$ cat src/hdl/option_decoder_regs.vh
// Constants for the option switch decoder and push switch timing.
`ifndef OPTION_DECODER_REGS_VH
`define OPTION_DECODER_REGS_VH
`define SW_EMULATION 0
`define SW_DPI 1
`define SW_SENSOR 3
`define SW_USB_CLASS 4
`define SW_BUSY_COND 5
`define SW_AUTO_STATUS 6
`define SW_REVERSE_FEED 7
`define BANK_ONE_RESET 8'hFF
`define BANK_TWO_RESET 4'hF
// Cycle counts at the 5 ns clock: one and five seconds of hold, a 10 ms
// debounce window, a 250 ms flash half period and a 50 ms red pulse.
`define HOLD_MIN_CYCLES 32'h0BEB_C200
`define HOLD_MAX_CYCLES 32'h3B9A_CA00
`define DEBOUNCE_W 22
`define DEBOUNCE_CYCLES 22'h1E_8480
`define FLASH_CYCLES 32'h02FA_F080
`define PULSE_CYCLES 32'h0098_9680
`endif

$ cat src/hdl/printer_option_switch_decoder.v
// Option switch decoder, factory restore sequencer and LED driver.
`timescale 1ns/1ps
`default_nettype none
`include "option_decoder_regs.vh"
module printer_option_switch_decoder
#(
    parameter IS_ETHERNET = 1'b1,
    parameter CNT_W = 32,
    parameter [CNT_W-1:0] HOLD_MIN_CYCLES = `HOLD_MIN_CYCLES,
    parameter [CNT_W-1:0] HOLD_MAX_CYCLES = `HOLD_MAX_CYCLES,
    parameter [`DEBOUNCE_W-1:0] DEBOUNCE_CYCLES = `DEBOUNCE_CYCLES,
    parameter [CNT_W-1:0] FLASH_CYCLES = `FLASH_CYCLES,
    parameter [CNT_W-1:0] PULSE_CYCLES = `PULSE_CYCLES
)
(
    input wire ref_clk,
    input wire arst_n,
    input wire [7:0] option_bank_one,
    input wire [3:0] option_bank_two,
    input wire push_switch,
    input wire offline,
    input wire rx_buffer_full,
    input wire status_changed,
    input wire reverse_feed_entered,
    input wire link_100base_tx,
    input wire packet_received,
    output reg line_mode,
    output reg dpi_203,
    output reg sensor_enable,
    output reg usb_printer_class,
    output reg auto_status_report_en,
    output reg reverse_feed_status_en,
    output reg busy,
    output reg send_status,
    output reg factory_restore,
    output reg reboot_request,
    output reg pending_init,
    output reg led_green,
    output reg led_red
);
    localparam ST_NORMAL = 2'd0;
    localparam ST_PENDING = 2'd1;
    localparam ST_RESTORE = 2'd2;
    localparam ST_REBOOT = 2'd3;

    reg [7:0] bank_one;
    reg [3:0] bank_two;
    reg sampled;
    reg [1:0] state;
    reg [CNT_W-1:0] hold_count;
    reg [CNT_W-1:0] flash_count;
    reg [CNT_W-1:0] red_count;
    reg flash_phase;
    reg press_prev;
    wire press;
    wire release_edge;
    wire hold_ok;

    switch_debouncer #(.COUNT_W(`DEBOUNCE_W),
        .STABLE_CYCLES(DEBOUNCE_CYCLES))
        u_debounce
    (
        .ref_clk(ref_clk),
        .arst_n(arst_n),
        .raw_in(push_switch),
        .clean(press)
    );

    assign release_edge = press_prev & ~press;
    assign hold_ok = (hold_count >= HOLD_MIN_CYCLES) &&
                     (hold_count <= HOLD_MAX_CYCLES);

    // Switches read as 1 when on; reset values equal all-on defaults.
    // They are caught once after reset so a switch moved while running
    // cannot change behaviour mid-job; a reboot takes a fresh sample.
    always @(posedge ref_clk or negedge arst_n)
    begin
        if (!arst_n)
        begin
            bank_one <= `BANK_ONE_RESET;
            bank_two <= `BANK_TWO_RESET;
            sampled <= 1'b0;
        end
        else if (!sampled)
        begin
            bank_one <= option_bank_one;
            bank_two <= option_bank_two;
            sampled <= 1'b1;
        end
        else if (state == ST_REBOOT)
        begin
            sampled <= 1'b0;
        end
    end

    // Reserved switches, bank two among them, are ignored; they must
    // stay on and no behaviour is defined for them.
    always @(posedge ref_clk or negedge arst_n)
    begin
        if (!arst_n)
        begin
            line_mode <= 1'b1;
            dpi_203 <= 1'b1;
            sensor_enable <= 1'b0;
            usb_printer_class <= 1'b1;
            auto_status_report_en <= 1'b1;
            reverse_feed_status_en <= 1'b1;
        end
        else
        begin
            line_mode <= bank_one[`SW_EMULATION];
            dpi_203 <= bank_one[`SW_EMULATION] |
                       bank_one[`SW_DPI];
            sensor_enable <= ~bank_one[`SW_SENSOR];
            usb_printer_class <= IS_ETHERNET ? 1'b0 :
                                 bank_one[`SW_USB_CLASS];
            // Printer class and Ethernet enable with switch on.
            auto_status_report_en <= (IS_ETHERNET ||
                bank_one[`SW_USB_CLASS]) ? bank_one[`SW_AUTO_STATUS] :
                ~bank_one[`SW_AUTO_STATUS];
            reverse_feed_status_en <= bank_one[`SW_EMULATION] &
                ((IS_ETHERNET || bank_one[`SW_USB_CLASS]) ?
                bank_one[`SW_REVERSE_FEED] :
                ~bank_one[`SW_REVERSE_FEED]);
        end
    end

    always @(posedge ref_clk or negedge arst_n)
    begin
        if (!arst_n)
        begin
            busy <= 1'b0;
            send_status <= 1'b0;
        end
        else
        begin
            busy <= rx_buffer_full |
                    (bank_one[`SW_BUSY_COND] & offline);
            send_status <= (auto_status_report_en & status_changed) |
                (reverse_feed_status_en &
                 reverse_feed_entered);
        end
    end

    always @(posedge ref_clk or negedge arst_n)
    begin
        if (!arst_n)
        begin
            state <= ST_NORMAL;
            press_prev <= 1'b0;
            hold_count <= {CNT_W{1'b0}};
            factory_restore <= 1'b0;
            reboot_request <= 1'b0;
        end
        else
        begin
            press_prev <= press;
            factory_restore <= 1'b0;
            reboot_request <= 1'b0;
            if (!press)
                hold_count <= {CNT_W{1'b0}};
            else if (hold_count != {CNT_W{1'b1}})
                hold_count <= hold_count + 1'b1;
            case (state)
                ST_NORMAL:
                begin
                    if (IS_ETHERNET && release_edge && hold_ok)
                        state <= ST_PENDING;
                end
                ST_PENDING:
                begin
                    if (release_edge)
                        state <= ST_RESTORE;
                end
                ST_RESTORE:
                begin
                    factory_restore <= 1'b1;
                    state <= ST_REBOOT;
                end
                ST_REBOOT:
                begin
                    reboot_request <= 1'b1;
                    state <= ST_NORMAL;
                end
                default:
                begin
                    state <= ST_NORMAL;
                end
            endcase
        end
    end

    // Red LED stretches each packet so that short bursts stay visible.
    always @(posedge ref_clk or negedge arst_n)
    begin
        if (!arst_n)
        begin
            flash_count <= {CNT_W{1'b0}};
            flash_phase <= 1'b0;
            red_count <= {CNT_W{1'b0}};
            pending_init <= 1'b0;
            led_green <= 1'b0;
            led_red <= 1'b0;
        end
        else
        begin
            pending_init <= (state == ST_PENDING);
            if (state != ST_PENDING || flash_count == FLASH_CYCLES - 1'b1)
                flash_count <= {CNT_W{1'b0}};
            else
                flash_count <= flash_count + 1'b1;
            if (state != ST_PENDING)
                flash_phase <= 1'b1;
            else if (flash_count == FLASH_CYCLES - 1'b1)
                flash_phase <= ~flash_phase;
            if (packet_received)
                red_count <= PULSE_CYCLES;
            else if (red_count != {CNT_W{1'b0}})
                red_count <= red_count - 1'b1;
            if (state == ST_PENDING)
            begin
                led_green <= flash_phase;
                led_red <= flash_phase;
            end
            else if (state != ST_NORMAL)
            begin
                led_green <= 1'b0;
                led_red <= 1'b0;
            end
            else
            begin
                led_green <= link_100base_tx;
                led_red <= packet_received |
                           (red_count != {CNT_W{1'b0}});
            end
        end
    end
endmodule
`default_nettype wire

$ cat src/hdl/switch_debouncer.v
// Debounce filter for the push switch.
`timescale 1ns/1ps
`default_nettype none
module switch_debouncer
#(
    parameter COUNT_W = 22,
    parameter [COUNT_W-1:0] STABLE_CYCLES = 22'h1E_8480
)
(
    input wire ref_clk,
    input wire arst_n,
    input wire raw_in,
    output reg clean
);
    reg [COUNT_W-1:0] count;
    // A new level is accepted only after it has held for the full window.
    always @(posedge ref_clk or negedge arst_n)
    begin
        if (!arst_n)
        begin
            clean <= 1'b0;
            count <= {COUNT_W{1'b0}};
        end
        else if (raw_in == clean)
        begin
            count <= {COUNT_W{1'b0}};
        end
        else if (count == STABLE_CYCLES - 1'b1)
        begin
            clean <= raw_in;
            count <= {COUNT_W{1'b0}};
        end
        else
        begin
            count <= count + 1'b1;
        end
    end
endmodule
`default_nettype wire

$ cat config.mk
export PLATFORM = sky130hd
export DESIGN_NAME = printer_option_switch_decoder
export DESIGN_NICKNAME = d
export VERILOG_FILES = /design/src/hdl/printer_option_switch_decoder.v /design/src/hdl/switch_debouncer.v
export VERILOG_INCLUDE_DIRS = /design/src /design/src/hdl
export SDC_FILE = /design/constraint.sdc
export NUM_CORES = 1
export LEC_CHECK = 0
export BUFFER_PORTS_ARGS = -buffer_cell sky130_fd_sc_hd__buf_2
export CORE_MARGIN = 5
export CORE_UTILIZATION = 45
export CTS_BUF_LIST = sky130_fd_sc_hd__clkbuf_2
export DETAILED_ROUTE_END_ITERATION = 7
export GPL_TIMING_DRIVEN = 0
export HOLD_SLACK_MARGIN = 0.12
export MAX_ROUTING_LAYER = met4
export SYNTH_ARGS = -nofsm -noshare
export SYNTH_HDL_FRONTEND = slang
export SYNTH_SLANG_ARGS = --single-unit
$ cat constraint.sdc
create_clock -name ref_clk -period 3 [get_ports ref_clk]
set_input_delay 0.3 -clock ref_clk [delete_from_list [all_inputs] [get_ports ref_clk]]
set_output_delay 0.3 -clock ref_clk [all_outputs]
set_load 0.005 [all_outputs]
## Word-level counts from Yosys, hierarchy flattened

Cells that the tools add are included.
W data, S select, Z words.

| storage, ports and cells | value |
|---|---|
| bits of input ports | 21 |
| bits in latches | 0 |
| bits in read-only memories | 0 |
| word-level logic and storage cells | 83 |
| output and inout port bits | 13 |
| memories | 0 |
| bits in writable memories | 0 |
| bits in registers | 145 |

| cells by class | value |
|---|---|
| add/subtract/negate cells | 4 |
| multiplexer cells | 20 |
| magnitude comparators | 2 |
| multipliers | 0 |
| eq/ne operators | 11 |
| bitwise operators | 13 |
| reductions and logical operators | 10 |
| divide/modulo/power cells | 0 |
| shift operators | 0 |

Operators with widths:

| kind | count |
|---|---|
| $mux W32 | 5 |
| $add A32 B1 Y32 const B | 2 |
| $mux W22 | 2 |
| $eq A32 B26 Y1 const B | 1 |
| $ge A32 B28 Y1 const B | 1 |
| $le A32 B30 Y1 const B | 1 |
| $ne A32 B32 Y1 const B | 1 |
| $reduce_bool A32 Y1 | 1 |
| $sub A32 B1 Y32 const B | 1 |
| $add A22 B1 Y22 const B | 1 |
| $eq A22 B21 Y1 const B | 1 |
| $mux W1 | 10 |
| $pmux W2 S4 | 1 |
| $ne A2 B2 Y1 const B | 3 |
| $reduce_bool A2 Y1 | 3 |
| $and A1 B1 Y1 | 5 |
| $eq A2 B2 Y1 const B | 2 |
| $mux W2 | 2 |
| $not A1 Y1 | 4 |
| $or A1 B1 Y1 | 4 |
| $reduce_and A2 Y1 | 2 |
| $eq A2 B1 Y1 const B | 1 |
| $logic_and A1 B1 Y1 | 2 |
| $logic_not A2 Y1 | 1 |
| 3 further kinds | 3 |

## Depth between registers and ports, before layout

| depth | value |
|---|---|
| depth in word-level cells | 5 |
| mapped depth | 8 |
| mapped depth without buffers | 8 |

## Modules after synthesis

A second synthesis with hierarchy kept.

| second synthesis, totals | value |
|---|---|
| cells, all modules | 719 |
| area total of the unflattened synthesis | 7225.7 µm² |

By module, submodules not included:

| module | cells each | times used | area an instance (µm²) | sequential area each (µm²) |
|---|---|---|---|---|
| printer_option_switch_decoder | 601 | 1 | 6023.3 | 3016.6 |
| switch_debouncer | 118 | 1 | 1202.4 | 575.6 |

## Least setup slack after synthesis

Ideal clock, no wire load.

| timing | value |
|---|---|
| path type | flip-flop to flip-flop |
| from | reg red_count[24] |
| to | reg red_count[19] |
| required time | 2.864 ns |
| data arrival time | 1.897 ns |
| path buffers | 0 |
| stages on the path, launching flop included | 6 |
| library setup time | 0.136 ns |
| clock period less this slack | 2.033 ns |
| path slack | 0.967 ns |
| path through | dfrtp_1 > nor4_1 > nand4_1 > o211ai_1 > nor3_1 > or3b_2 |

| between the ends | value |
|---|---|
| longest elaborated chain between the ends | 2 |

Ends and longest elaborated chain:

| element | RTL line | RTL |
|---|---|---|
| from (decl) | printer_option_switch_decoder.v:52 | `reg [CNT_W-1:0] red_count;` |
| from (signal assigned) | printer_option_switch_decoder.v:200 | `red_count <= {CNT_W{1'b0}};` |
| from (signal assigned) | printer_option_switch_decoder.v:219 | `red_count <= red_count - 1'b1;` |
| $reduce_bool A32 Y1 | printer_option_switch_decoder.v:218 | `else if (red_count != {CNT_W{1'b0}})` |
| $reduce_bool A2 Y1 (no line) | - |  |

Every way passes these cells.
A chain may end at the register's enable or synchronous reset.

## Worst setup path in the final report

Same ends and word-level chain as after synthesis.

==> results.md <==
- GPL Wtd Cong: 0.807
- Max H-tree Level: 4
- Hold Crit Class: in2reg
- Setup-failing EPs final: 0
- DP Wirelength: 9.73 mm
- Via count: 5321
- Status: completed
- Die area: 18300 µm²
- Final Hold Vio Count: 0
- Syn nets: 757
- Initial detailed-routing violation count: 368
- Maximum VDD drop: 0.283 mV
- Min Tclk post-route: 2410 ps
- Post-Synth XOR/XNOR Area: 12.2%
- Final setup TNS: 0 ps
- Total gr overflow: 0
- Clk buf depth: 2
- Nets: 820
- Post-Synth Simple-Gate Area: 26.5%
- Area growth, synth to finish: 11.1%
- Register area share after synthesis: 50.9%
- PortBufs: 27
- Ys flop type: dfrtp_1
- FF+latch count, synth: 143
- Initial Utilization: 46.1%
- CP startpoint kind: flip-flop
- DR WL/cell: 14.1 µm
- Vias in the first global route: 5346
- DRT antenna net count: 0
- Slew headroom: 55.4%
- Area contributors post-synth: dfrtp_1 (47%), nor2_1 (6.7%), xnor2_1 (6.3%), xor2_1 (5.8%), dfstp_2 (4.1%)
- Max Cap Viol: 0
- Crit path kind: reg2reg
- Worst Path Required: 3560 ps
- Pre-antenna DRT Iters: 4
- Mux cell area share after synthesis: 1.70%
- Flop2flop setup slack: 590 ps
- Compound-gate portion of the synthesized area: 4.14%
- Rows: 45
- Layout Utilization: 51.2%
- Post-synth cell types: 56
- Fin crit share: 80.2%
- Die Ht: 135 µm
- Largest family of logic cells by synthesized area: simple AND/OR/NAND/NOR gates
- Critical path origin: red_count[24]
- Crit path max fanout: 6
- Root buffer cell: clkbuf_2
- Total GRT Usage: 16.9%
- Largest net degree at the start of global routing: 86
- Drt total wl: 14.3 mm
- First-pass GRT wire length: 24.7 mm
- Pwr/cell area: 413 nW/µm²
- Fmax: 0.416 GHz
- Hold depth: 3
- CP Capture Type: flip-flop
- Syn avg cell area: 9.74 µm²
- Post-Synthesis Cells: 725
- Number of diodes: 0
- Die Width: 135 µm
- Initial antenna violation count: 0
- Biggest area consumer among synthesized cells: dfrtp_1
- Leak: 3.18 nW
- WP data arrival: 2970 ps
- Post-synth EDFFs: 0
- Area after DPL: 7500 µm²
- TritonCTS Buffers: 17
- CTS tree: built
- Final slew viol count: 0
- Worst hold start: status_changed
- Core region area: 15300 µm²
- Via/cell ratio: 5.26
- Clock latency on the worst-skew pair: 660 ps
- FFs w/ async S/R, synth: 100%
- Yosys top cell area share: 46.8%
- Clk pin slew, worst setup/hold paths: 190 ps
- R2R cell count: 5
- Clock sink count: 143
- Adder-Cell Fraction of Synth Area: 1.95%
- RSZ-0062 raised after global routing: no
- DRC Markers: 0
- Synthesized area: 7060 µm²
- Post-CTS setup buffers: 0
- IO Count: 34
- Layout cells sized above 1: 11.9%
- Synthesis warning total: 0
- R2R Path Start: red_count[24]
- Final Cell Area: 7850 µm²
- Clock Skews: 29.6 ps
- Worst-Margin Slew: 666 ps
==> registers in the layout (all words and copies together) (netlist names), 2 cells and up <==
| name | cells |
|---|---|
| u_debounce.count | 22 |
| hold_count | 32 |
| bank_one | 6 |
| red_count | 32 |
| flash_count | 32 |
| state | 2 |
==> Yosys cell counts, types with 2 or more instances <==
master and count:
dfrtp_1 132, nor2_1 127, nand2_1 54, xnor2_1 51, xor2_1 47, nand3_1 40
nor3_1 30, nand4_1 24, inv_1 22, nor4_1 22, a21oi_1 16, clkbuf_1 15
nand2b_1 13, and4_1 12, and3_1 11, dfstp_2 11, ha_1 11, o21ai_0 11
or3_1 9, mux2_2 8, and2_1 5, nor4b_1 5, buf_2 4, mux2i_1 3
o211ai_1 3, o31ai_1 3, or4_1 3, a211o_1 2, nand3b_1 2, nor2b_1 2
o41ai_1 2
==> power by group <==
| group | leakage, nW | switching, mW | internal [mW] | total (mW) |
|---|---|---|---|---|
| clock | 0.134 | 0.651 | 0.298 | 0.949 |
| sequential | 1.88 | 0.0480 | 1.98 | 2.03 |
| combinational | 1.17 | 0.155 | 0.107 | 0.262 |
==> worst paths after layout <==
| kind | endpoint |
|---|---|
| setup / recovery | red_count[19] |
| hold / removal | send_status |
| setup reg to reg | red_count[19] |
| hold reg to reg | auto_status_report_en |
| max in group asynchronous | bank_one[3] |
| min in group asynchronous | hold_count[21] |
==> area by class of cell <==
cell class / instances / area [µm²]
Clock buffer: 22 / 110
Multi-Input combinational cell: 538 / 3280
Inverter: 23 / 86.3
Buffer: 21 / 101
Clock inverter: 10 / 71.3
Fill cell: 1454 / 7470
Timing Repair Buffer: 44 / 339
Sequential cell: 143 / 3590
Tap cell: 211 / 264
==> cells by family after synthesis <==
group | count (synthesis)
compound gates | 46
fa+ha+maj | 11
xor+xnor | 98
other cells | 1
mux | 11
simple gates | 371
flops | 143
buf+inv | 44
==> critical path: stages, from the launching register on <==
cell and delay, ps:
dfrtp_1 440, nor4_1 510, nand4_1 290, o211ai_1 560
nor3_1 80, or3b_2 440
==> cell usage in the layout (no fill, tap or decap), types with 12 or more instances in the layout <==
cell,count
dlygate4sd3_1,15
nand3_1,40
nand2b_1,13
and4_1,12
xnor2_1,51
clkbuf_1,15
a21oi_1,16
nor4_1,22
dfrtp_1,132
clkbuf_2,22
nor2_1,127
nand4_1,24
buf_2,30
nor3_1,30
inv_1,22
xor2_1,47
nand2_1,54
==> stage by stage <==
stage / setup slack [ps] / hold slack [ps] / power (mW) / cells
after floorplan: 967 / 4.41 / 2.20 / 725
after global placement: -403 / 355 / 2.30 / 963
after detailed placement: 628 / 310 / 2.31 / 964
after CTS: 599 / 272 / 3.30 / 1012
after global routing: 419 / 277 / 3.43 / 1012
final: 593 / 377 / 3.24 / 1012
==> metal layers <==
metal	up-vias	wire, µm	GRT usage (%)	share of wire (%)
met4	0	127	4.09	0.89
li1	2620	-	-	-
met3	10	475	4.27	3.3
met1	2611	6950	22.1	49
met5	-	0	-	0
met2	80	6730	26.7	47
==> timing repair <==
item	4_1_cts	5_1_grt
endpoints found under the hold margin	147	0
gates resized for setup	0	0
endpoints found under the setup margin	0	0
hold buffers	16	0
Note: power is estimated with default switching activity, not from simulation.
